`config.mk`:
```
export PLATFORM = sky130hd
export DESIGN_NAME = lds_frame_slave
export DESIGN_NICKNAME = d
export VERILOG_FILES = /design/src/rtl/lds_pkg.sv /design/src/rtl/lds_frame_slave.sv /design/src/rtl/lds_uart_rx.sv /design/src/rtl/lds_uart_tx.sv
export SDC_FILE = /design/constraint.sdc
export NUM_CORES = 1
export LEC_CHECK = 0
export ABC_AREA = 1
export BUFFER_PORTS_ARGS = -buffer_cell sky130_fd_sc_hd__clkbuf_2
export CAP_MARGIN = 40
export CORE_UTILIZATION = 46
export CTS_CLUSTER_DIAMETER = 120
export CTS_CLUSTER_SIZE = 8
export DETAILED_ROUTE_END_ITERATION = 6
export GPL_TIMING_DRIVEN = 1
export HOLD_SLACK_MARGIN = 0.02
export SYNTH_ARGS = -nofsm -noshare
export SYNTH_HDL_FRONTEND = slang
export SYNTH_SLANG_ARGS = --single-unit
```
`constraint.sdc`:
```
create_clock -name clk_sys_i -period 4.3 [get_ports clk_sys_i]
set_input_delay 0.86 -clock clk_sys_i [delete_from_list [all_inputs] [get_ports clk_sys_i]]
set_output_delay 0.86 -clock clk_sys_i [all_outputs]
set_load 0.05 [all_outputs]
```
`src/rtl/lds_pkg.sv`:
```
// Constants, states and CRC step for the LED driver serial frame slave.
// Contract
// RULE1 - Bytes: start, eight data, stop, no parity.
// RULE2 - Data bits travel least significant first.
// RULE3 - Bit timing adapts from 10 kHz to 1 MHz.
// RULE4 - Each frame opens with sync setting timing.
// RULE5 - Answer and restart watchdog only after CRC pass.
// RULE6 - Mid-frame idle past timeout abandons the frame.
// RULE7 - Host keeps byte gaps below idle timeout.
// RULE8 - Idle timeout length chosen by configuration field.
// RULE9 - Host picks longer timeout at slower rates.
// RULE10 - Failed CRC discards frame, sends nothing back.
// RULE11 - Host idles one timeout to flush frame.
// RULE12 - Write frame answered by one status byte.
// RULE13 - Readback returns data bytes then status byte.
// RULE14 - Data length is 1, 2, 4 or 8.
// RULE15 - CRC covers select, pointer, data; not sync.
// RULE16 - Status byte carries the primary flag register.
// RULE17 - Up to 16 slaves, addresses 0h to Fh.
// RULE18 - Select 1: stored address, straps become PWM.
// RULE19 - Select 0: stored bit 3 plus straps.
// RULE20 - Broadcast needs every slave at address 0h.
// RULE21 - No two slaves share one address.
// RULE22 - Stored bit 3 defaults per variant.
// RULE23 - Host sync byte is pattern 01010101.
// RULE24 - Select byte: address, length, broadcast, write.
// RULE25 - Frame CRC starts from FFh.
// RULE26 - Burst bytes use consecutive register addresses.
// RULE27 - Responses reuse measured bit period and framing.
package lds_pkg;
   localparam int          CLK_HZ      = 200_000_000;
   localparam int          CLK_MHZ     = CLK_HZ / 1_000_000;
   localparam int          BAUD_MIN_HZ = 10_000;
   localparam int          BAUD_MAX_HZ = 1_000_000;
   localparam int          BIT_MIN_CYC = CLK_HZ / BAUD_MAX_HZ;
   localparam int          BIT_MAX_CYC = CLK_HZ / BAUD_MIN_HZ;
   localparam int          PW          = $clog2(BIT_MAX_CYC + 1);
   localparam int          SYNC_SHIFT  = 3;
   localparam int          SW          = PW + SYNC_SHIFT;
   localparam logic [2:0]  SYNC_FALLS  = 3'h4;
   localparam int          TW          = 24;
   localparam int          TMO_US_0    = 50;
   localparam int          TMO_US_1    = 200;
   localparam int          TMO_US_2    = 1000;
   localparam int          TMO_US_3    = 5000;
   localparam int          TMO_CYC_DEF_0 = TMO_US_0 * CLK_MHZ;
   localparam int          TMO_CYC_DEF_1 = TMO_US_1 * CLK_MHZ;
   localparam int          TMO_CYC_DEF_2 = TMO_US_2 * CLK_MHZ;
   localparam int          TMO_CYC_DEF_3 = TMO_US_3 * CLK_MHZ;
   localparam int          DATA_BITS   = 8;
   localparam logic [3:0]  STOP_IDX    = 4'h9;
   localparam int          DATA_MAX    = 8;
   localparam logic [3:0]  IDX_DEVSEL  = 4'h0;
   localparam logic [3:0]  IDX_PTR     = 4'h1;
   localparam logic [3:0]  HDR_BYTES   = 4'h2;
   localparam int          DS_ADDR_MSB = 3;
   localparam int          DS_LEN_LSB  = 4;
   localparam int          DS_LEN_MSB  = 5;
   localparam int          DS_BCAST    = 6;
   localparam int          DS_WRITE    = 7;
   localparam logic [7:0]  CRC_INIT    = 8'hff;
   localparam logic [7:0]  CRC_POLY    = 8'h31;
   localparam logic [2:0]  STORED_LOW_RST = 3'h0;

   typedef enum logic [2:0] {
      ST_IDLE, ST_SYNC, ST_RECV, ST_CHECK, ST_WRITE, ST_RDREQ, ST_RDCAP, ST_SEND
   } lds_state_e;

   // One byte of the frame CRC, most significant bit first.
   function automatic logic [7:0] lds_crc8(input logic [7:0] crc, input logic [7:0] data);
      logic [7:0] c;
      c = crc ^ data;
      for (int i = 0; i < DATA_BITS; i++) begin
         c = c[7] ? ({c[6:0], 1'b0} ^ CRC_POLY) : {c[6:0], 1'b0};
      end
      return c;
   endfunction
endpackage

```
`src/rtl/lds_frame_slave.sv`:
```
// Frame slave of the LED driver serial control link.
`timescale 1ns/1ps
`default_nettype none
module lds_frame_slave
   import lds_pkg::*;
#(
   parameter int unsigned TMO_CYC_0   = TMO_CYC_DEF_0,
   parameter int unsigned TMO_CYC_1   = TMO_CYC_DEF_1,
   parameter int unsigned TMO_CYC_2   = TMO_CYC_DEF_2,
   parameter int unsigned TMO_CYC_3   = TMO_CYC_DEF_3,
   parameter bit          ALT_VARIANT = 1'b0
) (
   // Clock and reset.
   input  wire logic       clk_sys_i,
   input  wire logic       rst_i,
   // Serial link.
   input  wire logic       rx_i,
   output logic            tx_o,
   // Configuration.
   input  wire logic [1:0] frame_timeout_select_i,
   input  wire logic       address_source_select_i,
   input  wire logic       stored_addr_we_i,
   input  wire logic [3:0] stored_slave_address_i,
   // Address straps.
   input  wire logic       address_strap_2_i,
   input  wire logic       address_strap_1_i,
   input  wire logic       address_strap_0_i,
   // Status source.
   input  wire logic [7:0] primary_flag_register_i,
   // Register access.
   output logic            reg_we_o,
   output logic            reg_re_o,
   output logic [7:0]      reg_addr_o,
   output logic [7:0]      reg_wdata_o,
   input  wire logic [7:0] reg_rdata_i,
   // Status.
   output logic            watchdog_restart_o,
   output logic            crc_error_o,
   output logic [3:0]      slave_address_o,
   output logic            pwm_clk_o,
   output logic [1:0]      pwm_in_o
);
   if (TMO_CYC_0 < 1 || TMO_CYC_3 >= (1 << TW) || TMO_CYC_2 >= (1 << TW) ||
       TMO_CYC_1 >= (1 << TW) || TMO_CYC_0 >= (1 << TW)) begin : g_bad_tmo
      $error("Idle timeout counts out of range.");
   end

   lds_state_e    state_r;
   logic [3:0]    meta_r;
   logic [3:0]    pin_r;
   logic          rx_prev_r;
   logic [3:0]    stored_addr_r;
   logic [TW-1:0] idle_cnt_r;
   logic [SW-1:0] sync_cnt_r;
   logic [2:0]    fall_cnt_r;
   logic [PW-1:0] period_r;
   logic [3:0]    idx_r;
   logic [7:0]    devsel_r;
   logic [7:0]    ptr_r;
   logic [7:0]    data_r [DATA_MAX];
   logic [7:0]    crc_r;
   logic [7:0]    rx_crc_r;
   logic [2:0]    cnt_r;
   logic          stat_r;
   logic          tx_start_r;
   logic [7:0]    tx_byte_r;

   // Pin samples: bit 0 is the link, bits 3..1 the straps.
   always_ff @(posedge clk_sys_i) begin
      if (rst_i) begin
         meta_r    <= 4'hf;
         pin_r     <= 4'hf;
         rx_prev_r <= 1'b1;
      end else begin
         meta_r    <= {address_strap_2_i, address_strap_1_i, address_strap_0_i, rx_i};
         pin_r     <= meta_r;
         rx_prev_r <= pin_r[0];
      end
   end

   wire logic       rx_s    = pin_r[0];
   wire logic [2:0] strap_s = pin_r[3:1];
   wire logic       rx_fall = rx_prev_r & ~rx_s;
   wire logic       rx_edge = rx_prev_r ^ rx_s;

   // Slave address and strap reuse.
   wire logic [3:0] my_addr = address_source_select_i ? stored_addr_r // [RULE18]
                                                      : {stored_addr_r[3], strap_s}; // [RULE19]

   always_ff @(posedge clk_sys_i) begin
      if (rst_i) begin
         stored_addr_r   <= {ALT_VARIANT, STORED_LOW_RST}; // [RULE22]
         slave_address_o <= 4'h0;
         pwm_clk_o       <= 1'b0;
         pwm_in_o        <= 2'h0;
      end else begin
         if (stored_addr_we_i) begin
            stored_addr_r <= stored_slave_address_i;
         end
         slave_address_o <= my_addr; // [RULE17]
         pwm_clk_o       <= address_source_select_i & strap_s[2]; // [RULE18]
         pwm_in_o        <= address_source_select_i ? strap_s[1:0] : 2'h0;
      end
   end

   // Idle timeout while a frame is being received.
   wire logic [TW-1:0] tmo_lim = (frame_timeout_select_i == 2'h0) ? TW'(TMO_CYC_0) : // [RULE8]
                                 (frame_timeout_select_i == 2'h1) ? TW'(TMO_CYC_1) :
                                 (frame_timeout_select_i == 2'h2) ? TW'(TMO_CYC_2) :
                                                                    TW'(TMO_CYC_3);
   wire logic in_frame = (state_r == ST_SYNC) || (state_r == ST_RECV);
   wire logic tmo_hit  = in_frame && (idle_cnt_r >= tmo_lim);

   always_ff @(posedge clk_sys_i) begin
      if (rst_i || !in_frame || rx_edge) begin
         idle_cnt_r <= '0;
      end else if (!tmo_hit) begin
         idle_cnt_r <= idle_cnt_r + 1'b1;
      end
   end

   // Frame decode.
   wire logic [PW-1:0] meas_period = sync_cnt_r[SW-1:SYNC_SHIFT];
   wire logic period_ok = (meas_period >= PW'(BIT_MIN_CYC)) && (meas_period <= PW'(BIT_MAX_CYC)); // [RULE3]
   wire logic sync_ovf  = &sync_cnt_r;
   wire logic [3:0] n_data   = 4'h1 << devsel_r[DS_LEN_MSB:DS_LEN_LSB]; // [RULE14]
   wire logic       is_write = devsel_r[DS_WRITE]; // [RULE24]
   wire logic       is_bcast = devsel_r[DS_BCAST];
   wire logic [3:0] last_idx = is_write ? HDR_BYTES + n_data : HDR_BYTES;
   wire logic       crc_ok   = (rx_crc_r == crc_r);
   wire logic       addr_ok  = (devsel_r[DS_ADDR_MSB:0] == my_addr);
   wire logic       cnt_last = (cnt_r == 3'(n_data - 4'h1));
   wire logic [2:0] data_idx = 3'(idx_r - HDR_BYTES);
   wire logic       rx_en    = (state_r == ST_RECV);
   wire logic [7:0] rx_byte;
   wire logic       rx_valid;
   wire logic       rx_ferr;
   wire logic       tx_busy;

   lds_uart_rx u_rx (
      .clk_sys_i (clk_sys_i),
      .rst_i     (rst_i),
      .en_i      (rx_en),
      .period_i  (period_r),
      .line_i    (rx_s),
      .byte_o    (rx_byte),
      .valid_o   (rx_valid),
      .ferr_o    (rx_ferr)
   );

   lds_uart_tx u_tx (
      .clk_sys_i (clk_sys_i),
      .rst_i     (rst_i),
      .start_i   (tx_start_r),
      .byte_i    (tx_byte_r),
      .period_i  (period_r), // [RULE27]
      .line_o    (tx_o),
      .busy_o    (tx_busy)
   );

   always_ff @(posedge clk_sys_i) begin
      if (rst_i) begin
         state_r            <= ST_IDLE;
         sync_cnt_r         <= '0;
         fall_cnt_r         <= 3'h0;
         period_r           <= PW'(BIT_MAX_CYC);
         idx_r              <= 4'h0;
         devsel_r           <= 8'h00;
         ptr_r              <= 8'h00;
         crc_r              <= CRC_INIT;
         rx_crc_r           <= 8'h00;
         cnt_r              <= 3'h0;
         stat_r             <= 1'b0;
         tx_start_r         <= 1'b0;
         tx_byte_r          <= 8'h00;
         reg_we_o           <= 1'b0;
         reg_re_o           <= 1'b0;
         reg_addr_o         <= 8'h00;
         reg_wdata_o        <= 8'h00;
         watchdog_restart_o <= 1'b0;
         crc_error_o        <= 1'b0;
      end else begin
         reg_we_o           <= 1'b0;
         reg_re_o           <= 1'b0;
         tx_start_r         <= 1'b0;
         watchdog_restart_o <= 1'b0;
         crc_error_o        <= 1'b0;
         case (state_r)
            ST_IDLE: begin
               if (rx_fall) begin // [RULE4]
                  state_r    <= ST_SYNC;
                  sync_cnt_r <= SW'(1);
                  fall_cnt_r <= 3'h0;
                  crc_r      <= CRC_INIT; // [RULE25]
                  idx_r      <= 4'h0;
               end
            end
            ST_SYNC: begin
               sync_cnt_r <= sync_cnt_r + 1'b1;
               if (tmo_hit || sync_ovf) begin // [RULE6]
                  state_r <= ST_IDLE;
               end else if (rx_fall) begin
                  fall_cnt_r <= fall_cnt_r + 3'h1;
                  if (fall_cnt_r == SYNC_FALLS - 3'h1) begin
                     period_r <= meas_period; // [RULE4]
                     state_r  <= period_ok ? ST_RECV : ST_IDLE; // [RULE3]
                  end
               end
            end
            ST_RECV: begin
               if (tmo_hit || rx_ferr) begin // [RULE6]
                  state_r <= ST_IDLE;
               end else if (rx_valid) begin
                  idx_r <= idx_r + 4'h1;
                  if (idx_r >= HDR_BYTES && idx_r == last_idx) begin
                     rx_crc_r <= rx_byte;
                     state_r  <= ST_CHECK; // [RULE5]
                  end else begin
                     crc_r <= lds_crc8(crc_r, rx_byte); // [RULE15]
                     if (idx_r == IDX_DEVSEL) begin
                        devsel_r <= rx_byte;
                     end else if (idx_r == IDX_PTR) begin
                        ptr_r <= rx_byte;
                     end else begin
                        data_r[data_idx] <= rx_byte;
                     end
                  end
               end
            end
            ST_CHECK: begin
               cnt_r  <= 3'h0;
               stat_r <= 1'b0;
               if (!crc_ok) begin // [RULE10]
                  crc_error_o <= 1'b1;
                  state_r     <= ST_IDLE;
               end else if (!addr_ok) begin
                  state_r <= ST_IDLE;
               end else begin
                  watchdog_restart_o <= 1'b1; // [RULE5]
                  state_r <= is_write ? ST_WRITE : (is_bcast ? ST_IDLE : ST_RDREQ);
               end
            end
            ST_WRITE: begin
               reg_we_o    <= 1'b1;
               reg_addr_o  <= ptr_r + 8'(cnt_r); // [RULE26]
               reg_wdata_o <= data_r[cnt_r];
               cnt_r       <= cnt_r + 3'h1;
               if (cnt_last) begin
                  if (is_bcast) begin
                     state_r <= ST_IDLE;
                  end else begin
                     tx_byte_r  <= primary_flag_register_i; // [RULE12]
                     tx_start_r <= 1'b1;
                     stat_r     <= 1'b1;
                     state_r    <= ST_SEND;
                  end
               end
            end
            ST_RDREQ: begin
               reg_re_o   <= 1'b1;
               reg_addr_o <= ptr_r + 8'(cnt_r); // [RULE26]
               state_r    <= ST_RDCAP;
            end
            ST_RDCAP: begin
               tx_byte_r  <= reg_rdata_i; // [RULE13]
               tx_start_r <= 1'b1;
               state_r    <= ST_SEND;
            end
            ST_SEND: begin
               if (!tx_busy && !tx_start_r) begin
                  if (stat_r) begin
                     state_r <= ST_IDLE;
                  end else if (cnt_last) begin
                     tx_byte_r  <= primary_flag_register_i; // [RULE13] [RULE16]
                     tx_start_r <= 1'b1;
                     stat_r     <= 1'b1;
                  end else begin
                     cnt_r   <= cnt_r + 3'h1;
                     state_r <= ST_RDREQ;
                  end
               end
            end
            default: begin
               state_r <= ST_IDLE;
            end
         endcase
      end
   end
endmodule // lds_frame_slave
`default_nettype wire

```
`src/rtl/lds_uart_rx.sv`:
```
// Byte receiver that samples at the measured bit period.
`timescale 1ns/1ps
`default_nettype none
module lds_uart_rx
   import lds_pkg::*;
(
   // Clock and reset.
   input  wire logic          clk_sys_i,
   input  wire logic          rst_i,
   // Control.
   input  wire logic          en_i,
   input  wire logic [PW-1:0] period_i,
   input  wire logic          line_i,
   // Received byte.
   output logic [7:0]         byte_o,
   output logic               valid_o,
   output logic               ferr_o
);
   logic          busy_r;
   logic          prev_r;
   logic [3:0]    bit_r;
   logic [PW-1:0] cnt_r;

   // The edge detector follows the line while disabled so no false start appears.
   always_ff @(posedge clk_sys_i) begin
      if (rst_i) begin
         prev_r <= 1'b1;
      end else begin
         prev_r <= line_i;
      end
   end

   always_ff @(posedge clk_sys_i) begin
      if (rst_i || !en_i) begin
         busy_r  <= 1'b0;
         bit_r   <= 4'h0;
         cnt_r   <= '0;
         byte_o  <= 8'h00;
         valid_o <= 1'b0;
         ferr_o  <= 1'b0;
      end else begin
         valid_o <= 1'b0;
         ferr_o  <= 1'b0;
         if (!busy_r) begin
            if (prev_r && !line_i) begin
               busy_r <= 1'b1;
               cnt_r  <= period_i >> 1;
               bit_r  <= 4'h0;
            end
         end else if (cnt_r != '0) begin
            cnt_r <= cnt_r - 1'b1;
         end else begin
            cnt_r <= period_i - 1'b1;
            bit_r <= bit_r + 4'h1;
            if (bit_r == 4'h0 && line_i) begin
               busy_r <= 1'b0;
            end else if (bit_r == STOP_IDX) begin // [RULE1]
               busy_r  <= 1'b0;
               valid_o <= line_i;
               ferr_o  <= !line_i;
            end else if (bit_r != 4'h0) begin
               byte_o <= {line_i, byte_o[7:1]}; // [RULE2]
            end
         end
      end
   end
endmodule // lds_uart_rx
`default_nettype wire

```
`src/rtl/lds_uart_tx.sv`:
```
// Byte transmitter that sends at the measured bit period.
`timescale 1ns/1ps
`default_nettype none
module lds_uart_tx
   import lds_pkg::*;
(
   // Clock and reset.
   input  wire logic          clk_sys_i,
   input  wire logic          rst_i,
   // Byte to send.
   input  wire logic          start_i,
   input  wire logic [7:0]    byte_i,
   input  wire logic [PW-1:0] period_i,
   // Line and state.
   output logic               line_o,
   output logic               busy_o
);
   logic [8:0]    sh_r;
   logic [3:0]    bit_r;
   logic [PW-1:0] cnt_r;

   always_ff @(posedge clk_sys_i) begin
      if (rst_i) begin
         line_o <= 1'b1;
         busy_o <= 1'b0;
         sh_r   <= 9'h1ff;
         bit_r  <= 4'h0;
         cnt_r  <= '0;
      end else if (!busy_o) begin
         if (start_i) begin
            busy_o <= 1'b1;
            line_o <= 1'b0;
            sh_r   <= {1'b1, byte_i};
            bit_r  <= 4'h0;
            cnt_r  <= period_i - 1'b1;
         end
      end else if (cnt_r != '0) begin
         cnt_r <= cnt_r - 1'b1;
      end else if (bit_r == STOP_IDX) begin // [RULE1]
         busy_o <= 1'b0;
         line_o <= 1'b1;
      end else begin
         cnt_r  <= period_i - 1'b1;
         bit_r  <= bit_r + 4'h1;
         line_o <= sh_r[0]; // [RULE2]
         sh_r   <= {1'b1, sh_r[8:1]};
      end
   end
endmodule // lds_uart_tx
`default_nettype wire

```
==> Yosys cells after proc, flatten, opt, wreduce, memory -nomap -nowiden <==
Memory sizes are Yosys's and may differ from the RTL's. A register that Yosys moved wholly into a read port is not among the register bits.
Cells that the tools add are included.
{ "op_classes": {"n_addsub": 14, "order_cmp": 4, "n_eq_ne": 38, "shift": 1, "mux": 110, "bitwise_logic": 24, "n_reduce_logical": 53} }
{ "op_table": {"columns": ["op", "n"], "rows": [
  ["$mux 15", 7],
  ["$mux 8", 9],
  ["$mux 3", 23],
  ["$mux 20", 3],
  ["$mux 6", 8],
  ["$sub 15x1->15 const B", 3],
  ["$mux 4", 11],
  ["$mux 9", 4],
  ["$pmux 18 s2", 1],
  ["$mux 1", 34],
  ["$ne 2x2->1 const B", 15],
  ["$reduce_bool 15->1", 2],
  ["$add 24x1->24 const B", 1],
  ["$ge 24x20->1", 1],
  ["$not 3->3", 8],
  ["$pmux 3 s8", 1],
  ["$pmux 8 s3", 1],
  ["$reduce_and 4->1", 6],
  ["$add 18x1->18 const B", 1],
  ["$mux 18", 1],
  ["$reduce_and 18->1", 1],
  ["$pmux 8 s2", 1],
  ["$ge 15x8->1 const B", 1],
  ["$le 15x15->1 const B", 1],
  ["other kinds (47)", 100]
]} }
{ "totals": {"reg_bits": 204, "mem_bits_rw": 64, "out_inout_bits": 28, "n_memories": 1} }
{ "memory_table": {"columns": ["memory", "words", "word_bits", "rd", "rd_ports_with_merged_regs", "write_ports", "line", "text"], "rows": [
  ["data_r", 8, 8, 1, 1, 1, "lds_frame_slave.sv:60", "logic [7:0] data_r [DATA_MAX];"]
]} }

==> Logic depth before layout (Yosys ltp) <==
Gate-level depths: netlist of run 1.
{ "logic_depth": {"ltp_word": 21, "mapped_depth": 19} }

==> Hierarchy <==
A second synthesis of run 1 with hierarchy kept.
{ "hier_totals": {"hier_cells": 1916, "hier_area_um2": 14467.6} }
{ "modules_own_cells": {"columns": ["mod", "instances", "cells_per_inst", "area_each_um2", "seq_area_each_um2"], "rows": [
  ["lds_frame_slave", 1, 1249, 10319.9, 4964.8],
  ["lds_uart_tx", 1, 354, 2154.6, 580.6],
  ["lds_uart_rx", 1, 313, 1993.2, 620.6]
]} }

==> Least setup slack after synthesis of run 1 <==
No wires, ideal clock.
{ "synth_path": {"path_type": "input to register", "startpoint": "in frame_timeout_select_i[1]", "endpoint": "mem data_r[0][0] (enable)", "arrival_ns": 3.055, "slack_ns": 0.861, "cell_stages": 11, "cell_sequence": "inv_1 -> ha_1 -> or2_2 -> ha_1 -> a21oi_1 -> nor2_1 -> nor2_1 -> nand4_1 -> nor3_1 -> nand2_1 -> nor3_1"} }
{ "synth_via": {"elab_chain_len": 11, "elab_cells_between_ends": 13} }
{ "synth_lines": {"columns": ["element", "line", "text"], "rows": [
  ["from (decl)", "lds_frame_slave.sv:20", "input wire logic [1:0] frame_timeout_select_i,"],
  ["$eq 2x2->1", "lds_frame_slave.sv:109", "(frame_timeout_select_i == 2'h2) ? TW'(TMO_CYC_2) :"],
  ["$mux 20", "lds_frame_slave.sv:109", null],
  ["$mux 20", "lds_frame_slave.sv:108", "(frame_timeout_select_i == 2'h1) ? TW'(TMO_CYC_1) :"],
  ["$mux 20 (*)", "lds_frame_slave.sv:107", "wire logic [TW-1:0] tmo_lim = (frame_timeout_select_i == 2'h0) ? TW'(TMO_CYC_0) :"],
  ["$ge 24x20->1 (*)", "lds_frame_slave.sv:112", "wire logic tmo_hit = in_frame && (idle_cnt_r >= tmo_lim);"],
  ["$logic_and 1x1->1 (*)", "lds_frame_slave.sv:112", null],
  ["$logic_or 1x1->1 (*)", "lds_frame_slave.sv:211", "if (tmo_hit || rx_ferr) begin"],
  ["$mux 1 (*)", "lds_frame_slave.sv:211", null],
  ["$mux 1 (*)", "lds_frame_slave.sv:188", "case (state_r)"],
  ["$mux 1 (*)", "lds_frame_slave.sv:162", "if (rst_i) begin"],
  ["$mux 1 (not written as such) (*)", "lds_frame_slave.sv:225", "data_r[data_idx] <= rx_byte;"],
  ["to (decl)", "lds_frame_slave.sv:60", null]
]} }
Every way passes the cells marked *; elsewhere a longest branch is shown, timed or not.

==> Final worst setup path of run 1 <==
{ "layout_path": {"startpoint": "in frame_timeout_select_i[0]", "endpoint": "mem data_r[4][3] (enable)"} }
The elaborated chain is that of the path after synthesis.

==> qor.txt, run 1 <==
==================================================================================================
Number of global-route vias before repair                                                    11300
Post-cts gate resize count                                                                       0
Final setup skew                                                                         0.0161 ns
WL per Instance                                                                            15.4 um
Pin count of the biggest net entering global routing                                            81
Number of clock buffers inserted by TritonCTS                                                   40
Maximum capacitance violations                                                                   0
Number of clock sinks                                                                          275
Die height                                                                                  175 um
Routed via count divided by cell count                                                        5.28
Warnings, synthesis                                                                              0
Total Wirelength                                                                          34600 um
Number of buffers inserted by hold repair at cts                                                 0
Post-Synthesis Net Count                                                                      1865
Highest attainable clock frequency                                                       0.308 GHz
Share of cells above drive strength 1                                                       0.0892
Path category of the worst min-delay check                                            flop to flop
H-tree levels                                                                                    2
Horiz. Die Dim                                                                              175 um
Drt drc                                                                                          0
Via count                                                                                    11900
IO Count                                                                                        58
Overflow left after global routing                                                               0
Number of antenna violations at the first check in global routing                                0
Count of buffers from port buffering                                                            57
Setup tns final                                                                               0 ns
Total setup violations reported at the end of the flow                                           0
Synth-to-Final Area Change                                                                   12.9%
Clock transition time at the flip-flop clock pins of the worst setup and hold paths        0.05 ns
Series of cell instances along the critical path                                      clkbuf_2 > inv_1 > ha_1 > or2_2 > ha_1 > a21oi_1 > nor2_1 > nor2_1 > nand4_1 > nor3_1 > nand2_1 > nor2_1
Data arrival, critical path                                                                3.40 ns
Global-route wire length before repair                                                    57200 um
Count of pins over their slew limit                                                              0
Most instantiated flip-flop cell in the synthesis netlist                                  dfxtp_1
Area share of the largest cell type after synthesis                                          0.306
Count of different cell masters after synthesis                                                 59
Period utilisation layout                                                                    0.756
Starting density of the core                                                                 0.467
Buf+Inv Stages, Crit Path                                                                        2
Detailed router's first-iteration violation count                                              783
Insertion delay of the later-clocked pin in the worst-skew pair                            0.52 ns
Net count of the finished layout                                                              1923
Longest Clk Path Bufs                                                                            3
Kind of cell adding the most delay to the critical path                               simple AND/OR/NAND/NOR gates
Static leakage                                                                             6.59 nW
Full die area                                                                            30700 um2
EDFF count, synth                                                                               64
Cell at the slowest stage of the critical path                                              nor2_1
Number of hold violations in the final report                                                    0
WP data required                                                                           4.45 ns
Largest fanout on the critical path                                                              8
Worst IR Drop VDD                                                                         0.288 mV
Number of placement rows                                                                        63
Post-route antenna net violation count                                                           0
1st-pass router iterations                                                                       5
Min Hold Slack                                                                            0.395 ns
Async SR Flop Fraction                                                                           0
Setup repair after global routing missed its margin                                          false
CP peak stage delay                                                                        0.48 ns
Worst slew slack as a fraction of its limit                                                  0.444
Placeable core area                                                                      29600 um2
Post-route minimum period                                                                  3.25 ns
Worst Setup Start Kind                                                                  input port
Number of cells produced by synthesis                                                         1790
Power per standard cell area                                                            508 nW/um2
Buffer cell driving the clock tree root                                                  clkbuf_16
Post-DP HPWL                                                                              24200 um
Post-CTS setup buffer count                                                                      0
TritonCTS clock tree                                                                          done
Sequential cell area fraction in the yosys report                                            0.445
Critical Path End Type                                                                        flop
Library cell with the largest summed area after synthesis                                  dfxtp_1
Global-route usage over all layers                                                           0.229
Dominant cell type by count on the critical path                                            nor2_1
Synth Register Bits                                                                            275
Synth Area per Inst                                                                       7.72 um2
Fill cell count                                                                               2876
Category of the critical setup timing path                                            input port to flop
Status                                                                                complete, no violations
Measured slew at the worst slew-check pin                                                 0.832 ns
Count of antenna diodes in the layout                                                            0
Post-synth design cell area                                                              13800 um2
Final weighted congestion in routability-driven placement                                    0.874
Top area cells in the synthesized netlist                                             dfxtp_1, edfxtp_1, nand2_1, nor2_1, inv_1
==================================================================================================
-- flip-flops by register name (all words and copies together), names as in the netlist, 15 cells and up --
register	count
period_r	15
sync_cnt_r	18
idle_cnt_r	24
u_rx.cnt_r	15
u_tx.cnt_r	15
data_r	64
-- layout by cell type (no fill, tap or decap), drive strengths merged, types with 2 or more instances in the layout --
cell    instances
a211oi          8
nor2          210
o211ai         22
xor2           52
or2            11
ha             44
o221ai         10
edfxtp         64
a21oi         129
nand3b          3
nor3           45
nor3b           3
buf            16
o21bai          4
nor4            5
nand3          99
inv           196
xnor2          25
o21a            5
nand4          23
o21ai         123
o31ai           5
dfxtp         211
a221oi          2
a31oi          11
clkbuf        108
nand2         381
a211o           7
o22ai          21
clkinv          5
-- cells in the mapped netlist, types with 21 or more instances --
library cell and count:
o21ai_0 114, dfxtp_1 211, nand3_1 95, o22ai_1 21, nand2_1 375, xnor2_1 25, edfxtp_1 64, o211ai_1 22
xor2_1 52, inv_1 184, nor2_1 202, clkbuf_1 37, ha_1 44, a21oi_1 129, nor3_1 40
-- report_power, final --
part	total, mW	internal, mW	switching, mW
sequential	3.10	2.86	0.236
combinational	2.01	0.649	1.36
clock	2.82	1.72	1.10
total	7.93	5.23	2.70
-- per-layer routing --
| metal | part of all wire | GRT usage | wire [um] |
|---|---|---|---|
| met4 | 0.022 | 0.0725 | 767 |
| met5 | 0 | 0 | 0 |
| met1 | 0.47 | 0.310 | 16400 |
| met2 | 0.46 | 0.382 | 15900 |
| met3 | 0.044 | 0.0277 | 1540 |
-- layout make-up --
class                   count  area (um2)  share of cell area
clock buffers              51        1060              0.0682
repair buffers             73         433              0.0278
flip-flops and latches    275        6150               0.394
multi-input cells        1259        6660               0.427
clock inverters             3        53.8             0.00345
inverters                 199         749              0.0481
well taps                 390         488              0.0313
-- final timing paths --
| kind | from | to | slack [ns] | depth (start not counted) |
|---|---|---|---|---|
| max | frame_timeout_select_i[0] | data_r[4][3]$_DFFE_PP_ | 1.05 | 12 |
| min | meta_r[0]$_SDFF_PP1_ | pin_r[0]$_SDFF_PP1_ | 0.40 | 1 |
| max reg2reg | u_tx.cnt_r[0]$_SDFFE_PP0P_ | u_tx.bit_r[2]$_SDFFE_PP0P_ | 1.58 | 11 |
| min reg2reg | meta_r[0]$_SDFF_PP1_ | pin_r[0]$_SDFF_PP1_ | 0.40 | 1 |
-- per-stage QoR --
step | util | total power [mW] | std cells | worst slack [ns] | area, um2
4_1_cts | 0.528 | 8.00 | 2250 | 1.04 | 15600
3_3_place_gp | 0.488 | 5.12 | 2194 | 0.540 | 14400
3_5_place_dp | 0.490 | 5.15 | 2196 | 0.508 | 14500
6_report | 0.528 | 7.93 | 2250 | 1.05 | 15600
5_1_grt | 0.528 | 8.41 | 2250 | 0.772 | 15600
2_1_floorplan | - | 4.64 | 1790 | 0.861 | 13800
-- logic make-up after synthesis --
group / after synthesis / synth area share
buffers and inverters: 256 / 0.0725
adders and majority gates: 45 / 0.0413
AOI/OAI and AO/OA: 355 / 0.147
DFF: 275 / 0.445
xor gates and xnor gates: 77 / 0.0488
and+or+nand+nor: 782 / 0.246
Power figures use the tool's default switching activity.
==> run 2: changes to the inputs <==
==> constraint.sdc (replaced) <==
create_clock -name clk_sys_i -period 2.8 [get_ports clk_sys_i]
set_input_delay 0.56 -clock clk_sys_i [delete_from_list [all_inputs] [get_ports clk_sys_i]]
set_output_delay 0.56 -clock clk_sys_i [all_outputs]
set_load 0.05 [all_outputs]
==> run 2 against run 1 <==
  * Sequential power is 52% higher
  * Utilization up 1.3 points
  * Routed wire length up 4.2%
  * Largest power group unchanged
==> qor.txt, run 2 (synthesized netlist as in run 1, its figures left out) <==
==================================================================================================
Largest fanout on the critical path                                                              8   unchanged
Number of buffers inserted by hold repair at cts                                                 0   unchanged
Drt drc                                                                                          0   unchanged
Register with the most flip-flops                                                           data_r
Pin count of the biggest net entering global routing                                            63   -22%
Placeable core area                                                                      29600 um2   unchanged
Critical Path End Type                                                                        flop
Count of antenna diodes in the layout                                                            0   unchanged
Static leakage                                                                             6.81 nW   +3.3%
Full die area                                                                            30700 um2   unchanged
Synth-to-Final Area Change                                                                   15.8%
Detailed router's first-iteration violation count                                             1041   +33%
Category of the critical setup timing path                                            input port to flop
Number of clock buffers inserted by TritonCTS                                                   40   unchanged
Worst slew slack as a fraction of its limit                                                  0.512   +0.0684
Post-route antenna net violation count                                                           0   unchanged
WP data required                                                                           3.03 ns   -1.42 ns
Setup slack after layout                                                                  0.281 ns   -0.769 ns
Power per standard cell area                                                            763 nW/um2   +50%
Path category of the worst min-delay check                                            input port to flop
Final weighted congestion in routability-driven placement                                    0.861   -1.5%
Post-DP HPWL                                                                              25900 um   +7.0%
CP peak stage delay                                                                        0.31 ns   -0.17 ns
Number of placement rows                                                                        63   unchanged
Leading cell type in the layout, fill and taps excluded                                    nand2_1
Status                                                                                complete, no violations
Period utilisation layout                                                                    0.900
Post-CTS setup buffer count                                                                      0   unchanged
Setup tns final                                                                               0 ns   unchanged
Post-route minimum period                                                                  2.52 ns
Register-to-register setup slack                                                           0.30 ns   -1.28 ns
Maximum capacitance violations                                                                   0   unchanged
Overflow left after global routing                                                               0   unchanged
Count of pins over their slew limit                                                              0   unchanged
Final core utilization                                                                       0.541   +0.0135
Final setup skew                                                                         0.0107 ns   -0.00532 ns
Cell at the slowest stage of the critical path                                                ha_2
Clock transition time at the flip-flop clock pins of the worst setup and hold paths        0.05 ns   about the same
Via count                                                                                    12200   +2.3%
Routed via count divided by cell count                                                        5.29   +0.12%
TritonCTS clock tree                                                                          done
Final std cells w/o fill                                                                      2298   +2.1%
Worst Setup Start Kind                                                                  input port
Flip-flop count of the largest register after layout                                            64   unchanged
Buffer cell driving the clock tree root                                                  clkbuf_16
Insertion delay of the later-clocked pin in the worst-skew pair                            0.52 ns   about the same
IO Count                                                                                        58   unchanged
Number of global-route vias before repair                                                    11600   +2.6%
Dpl ws                                                                                   -0.319 ns   -0.827 ns
Worst IR Drop VDD                                                                         0.360 mV   +25%
Design area                                                                              16000 um2   +2.6%
Post-cts gate resize count                                                                       0   unchanged
Die height                                                                                  175 um   unchanged
1st-pass router iterations                                                                       5   unchanged
Dominant cell type by count on the critical path                                           nand2_1
Total Wirelength                                                                          36100 um   +4.2%
Global-route usage over all layers                                                           0.240   +0.0101
Number of antenna violations at the first check in global routing                                0   unchanged
Buf+Inv Stages, Crit Path                                                                        5   +3
Kind of cell adding the most delay to the critical path                               simple AND/OR/NAND/NOR gates
Placed Cells incl. Taps                                                                       2244   +2.2%
Series of cell instances along the critical path                                      clkbuf_2 > inv_1 > ha_2 > inv_1 > ha_1 > nand2_1 > inv_1 > nand2_1 > nand2_1 > nand2_1 > nand2_1 > nand2_1 > nand4_1 > nor3_2 > nand2_2 > nor3_4 > buf_12
Global-route wire length before repair                                                    59400 um   +4.0%
Number of clock sinks                                                                          275   unchanged
Count of buffers from port buffering                                                            57   unchanged
Highest attainable clock frequency                                                       0.397 GHz
WL per Instance                                                                            15.7 um   +2.0%
Measured slew at the worst slew-check pin                                                 0.732 ns   -0.0999 ns
Highest-count cells in the layout ignoring fill and taps                              nand2_1, dfxtp_1, nor2_1, inv_1, a21oi_1
Data arrival, critical path                                                                2.75 ns   -0.65 ns
Starting density of the core                                                                 0.467   unchanged
Horiz. Die Dim                                                                              175 um   unchanged
Share of cells above drive strength 1                                                        0.117   +0.0276
Placed standard-cell area                                                                14900 um2   +3.0%
Total setup violations reported at the end of the flow                                           0   unchanged
Longest Clk Path Bufs                                                                            3   unchanged
Setup repair after global routing missed its margin                                          false
Net count of the finished layout                                                              1971   +2.5%
Registers with the most flip-flops                                                    data_r (64), idle_cnt_r (24), sync_cnt_r (18)
H-tree levels                                                                                    2   unchanged
Number of hold violations in the final report                                                    0   unchanged
==================================================================================================
==> run 2: cell types whose count changed in the layout (fill, tap and decap cells not counted), sizes merged <==
cell    change
buf        +48
inv         +1
clkinv      -1
==> run 2: per-layer routing <==
metal | vias to the layer above | global-route usage | part of all wire
li1 | 6177 | - | -
met1 | 5589 | 0.326 | 0.46
met2 | 326 | 0.396 | 0.46
met3 | 60 | 0.0333 | 0.059
met4 | 0 | 0.0696 | 0.023
met5 | - | 0 | 0
==> run 2: through the flow <==
| step | power [mW] | hold WS (ns) |
|---|---|---|
| final | 12.2 | 0.243 |
| after global routing | 13.0 | 0.235 |
| after CTS | 12.3 | 0.223 |
| after detailed placement | 8.03 | 0.395 |
| after global placement | 7.95 | 0.392 |
| after floorplan | 7.13 | 0.389 |
==> run 2: path summary, 6_finish.rpt <==
path / start / end / cells past startpoint
min: address_strap_2_i / meta_r[3]$_SDFF_PP1_ / 2
max: frame_timeout_select_i[0] / data_r[0][0]$_DFFE_PP_ / 17
min reg2reg: meta_r[1]$_SDFF_PP1_ / pin_r[1]$_SDFF_PP1_ / 1
max reg2reg: u_rx.cnt_r[0]$_SDFFE_PP0P_ / u_rx.byte_o[3]$_SDFFE_PP0P_ / 10
==> run 2: report_power, final <==
group	switching, mW	internal [mW]	total, mW
registers	0.315	4.40	4.71
logic	2.17	1.08	3.25
clock network	1.67	2.57	4.24
total	4.15	8.05	12.2
==> run 2: worst register-to-register path: cells and delay by family, from the launching register on <==
| kind | cells | cell delay (ns) |
|---|---|---|
| flip-flops | 1 | 0.31 |
| AND/OR/NAND/NOR | 5 | 1.28 |
| adder cells (fa/ha/maj) | 1 | 0.20 |
| buffers and inverters | 2 | 0.33 |
| AO/OA/AOI/OAI | 2 | 0.26 |
==> run 2: area by class of cell <==
class | count | area, um2
inverter | 199 | 749
fill | 2851 | 13600
clock buffer | 51 | 1040
clock inverter | 3 | 32.5
tap | 390 | 488
timing repair buffer | 121 | 811
multi-input combinational | 1259 | 6730
sequential | 275 | 6150
==> run 3: changes to the inputs <==
--- a/config.mk
+++ b/config.mk
@@ -8,12 +8,14 @@
 export ABC_AREA = 1
 export BUFFER_PORTS_ARGS = -buffer_cell sky130_fd_sc_hd__clkbuf_2
 export CAP_MARGIN = 40
+export CORE_MARGIN = 4
 export CORE_UTILIZATION = 46
 export CTS_CLUSTER_DIAMETER = 120
 export CTS_CLUSTER_SIZE = 8
 export DETAILED_ROUTE_END_ITERATION = 6
 export GPL_TIMING_DRIVEN = 1
 export HOLD_SLACK_MARGIN = 0.02
+export REMOVE_ABC_BUFFERS = 1
 export SYNTH_ARGS = -nofsm -noshare
 export SYNTH_HDL_FRONTEND = slang
 export SYNTH_SLANG_ARGS = --single-unit
==> run 3 against run 2 <==
  * Non-clock buffer count decreased by 9
  * Count of clock-buffer cells in the layout did not move
  * Register-to-register slack barely moved
  * Via count down 1.2%
  * First-iteration DRC count fell by 22%
  * Flip-flop and latch count unchanged
  * Sequential share of layout area is 0.38 points higher
  * Worst setup slack got worse by 0.066 ns
  * Highest routed layer unchanged
==> qor.txt, run 3 (synthesized netlist as in run 1, its figures left out) <==
==================================================================================================
1st-pass router iterations                                                                       6   +1
Share of cells above drive strength 1                                                        0.107   -0.00945
Leading cell type in the layout, fill and taps excluded                                    nand2_1
Register-to-register setup slack                                                           0.31 ns   about the same
Data arrival, critical path                                                                2.81 ns   +0.06 ns
Longest Clk Path Bufs                                                                            3   unchanged
Total power                                                                                12.2 mW   about the same
Horiz. Die Dim                                                                              181 um   +3.4%
Power per standard cell area                                                            770 nW/um2   +1.0%
Post-route antenna net violation count                                                           0   unchanged
Largest fanout on the critical path                                                              8   unchanged
Post-DP HPWL                                                                              25200 um   -2.6%
Die height                                                                                  181 um   +3.4%
Category of the critical setup timing path                                            input port to flop
Highest attainable clock frequency                                                       0.387 GHz   -2.6%
WL per Instance                                                                            15.3 um   -2.4%
Via count                                                                                    12000   -1.2%
CP peak stage delay                                                                        0.33 ns   +0.02 ns
TritonCTS clock tree                                                                          done
Detailed router's first-iteration violation count                                              811   -22%
Global-route usage over all layers                                                           0.211   -0.0288
Placed standard-cell area                                                                14800 um2   -1.0%
Post-route minimum period                                                                  2.59 ns   +0.0661 ns
Number of clock buffers inserted by TritonCTS                                                   40   unchanged
Highest-count cells in the layout ignoring fill and taps                              nand2_1, dfxtp_1, nor2_1, inv_1, a21oi_1
Worst slew slack as a fraction of its limit                                                  0.518   +0.00653
Maximum capacitance violations                                                                   0   unchanged
Registers with the most flip-flops                                                    data_r (64), idle_cnt_r (24), sync_cnt_r (18)
WP data required                                                                           3.02 ns   about the same
Routed via count divided by cell count                                                        5.24   -0.83%
Final weighted congestion in routability-driven placement                                    0.879   +2.1%
Setup repair after global routing missed its margin                                          false
Path category of the worst min-delay check                                            input port to flop
Count of pins over their slew limit                                                              0   unchanged
Register with the most flip-flops                                                           data_r
Post-CTS setup buffer count                                                                      0   unchanged
Count of antenna diodes in the layout                                                            0   unchanged
Pin count of the biggest net entering global routing                                            43   -32%
Drt drc                                                                                          0   unchanged
Number of buffers inserted by hold repair at cts                                                 0   unchanged
Critical Path End Type                                                                        flop
Status                                                                                complete, no violations
Worst IR Drop VDD                                                                         0.347 mV   -3.6%
Starting density of the core                                                                 0.466   -0.00124
Worst Setup Start Kind                                                                  input port
Count of buffers from port buffering                                                            57   unchanged
Clock transition time at the flip-flop clock pins of the worst setup and hold paths        0.05 ns   about the same
Buffer cell driving the clock tree root                                                  clkbuf_16
Insertion delay of the later-clocked pin in the worst-skew pair                            0.52 ns   about the same
Post-cts gate resize count                                                                       0   unchanged
Measured slew at the worst slew-check pin                                                 0.720 ns   -0.0118 ns
Placeable core area                                                                      29600 um2   +0.27%
Cell at the slowest stage of the critical path                                               or2_2
Static leakage                                                                             6.76 nW   -0.70%
Synth-to-Final Area Change                                                                   14.7%
Total setup violations reported at the end of the flow                                           0   unchanged
Setup tns final                                                                               0 ns   unchanged
Period utilisation layout                                                                    0.923   +0.0236
Number of antenna violations at the first check in global routing                                0   unchanged
Number of placement rows                                                                        63   unchanged
Total Wirelength                                                                          35100 um   -2.8%
Final setup skew                                                                         0.0220 ns   +0.0112 ns
Min Hold Slack                                                                            0.224 ns   -0.0196 ns
Number of global-route vias before repair                                                    11600   -0.18%
Net count of the finished layout                                                              1962   -0.46%
Overflow left after global routing                                                               0   unchanged
Series of cell instances along the critical path                                      clkbuf_2 > inv_1 > ha_1 > or2_2 > ha_1 > a21oi_1 > nor2_1 > nor2_1 > nand4_1 > nor3_1 > nand2_1 > nor3_1 > buf_4
Fill cell count                                                                               2939   +3.1%
Design area                                                                              15800 um2   -0.97%
Number of clock sinks                                                                          275   unchanged
Global-route wire length before repair                                                    58100 um   -2.3%
H-tree levels                                                                                    2   unchanged
Number of hold violations in the final report                                                    0   unchanged
Flip-flop count of the largest register after layout                                            64   unchanged
Full die area                                                                            32900 um2   +7.0%
IO Count                                                                                        58   unchanged
==================================================================================================
[run 3: changes by cell type in the layout (fill, tap and decap cells not counted), sizes merged]
cell / change
buf: -9
[run 3: path summary, 6_finish.rpt]
kind	from	endpoint	cells past startpoint
worst min-delay path	address_strap_0_i	meta_r[1]$_SDFF_PP1_	2
worst min register to register	meta_r[2]$_SDFF_PP1_	pin_r[2]$_SDFF_PP1_	1
worst max-delay path	frame_timeout_select_i[0]	data_r[1][3]$_DFFE_PP_	13
worst max register to register	devsel_r[5]$_SDFFE_PP0P_	data_r[1][3]$_DFFE_PP_	11
[run 3: report_power, final]
group | switching, mW | leakage [nW] | internal [mW] | total (mW)
combinational | 2.15 | 3.79 | 1.09 | 3.23
sequential | 0.322 | 2.46 | 4.40 | 4.72
clock | 1.68 | 0.517 | 2.57 | 4.25
[run 3: critical path: cells and delay by family]
kind	cells	cell delay, ns
compound gates	1	0.13
fa+ha+maj	2	0.49
simple gates	7	1.28
buf+inv	3	0.35
[run 3: final cells by class]
cell class / instances / area, um2 / share of cell area
clock buffers: 51 / 1040 / 0.0658
clock inverters: 3 / 32.5 / 0.00205
inverters: 199 / 749 / 0.0473
multi-input cells: 1259 / 6660 / 0.421
flip-flops and latches: 275 / 6150 / 0.388
well taps: 390 / 488 / 0.0308
repair buffers: 112 / 718 / 0.0453
[run 3: layer usage]
metal  wire length [um]  global-route usage  part of all wire  vias to the layer above
met3               1410              0.0260             0.040                       45
li1                   -                   -                 -                     6157
met4                724              0.0594             0.021                        0
met2              16900               0.364              0.48                      236
met5                  0                   0                 0                        -
met1              16100               0.279              0.46                     5566
[run 3: stage by stage]
stage | util | setup slack (ns) | instances
floorplan | - | -0.339 | 1733
global placement | 0.498 | -0.281 | 2234
detailed placement | 0.498 | -0.305 | 2235
CTS | 0.534 | 0.237 | 2289
global route | 0.534 | 0.0317 | 2289
finish | 0.534 | 0.215 | 2289
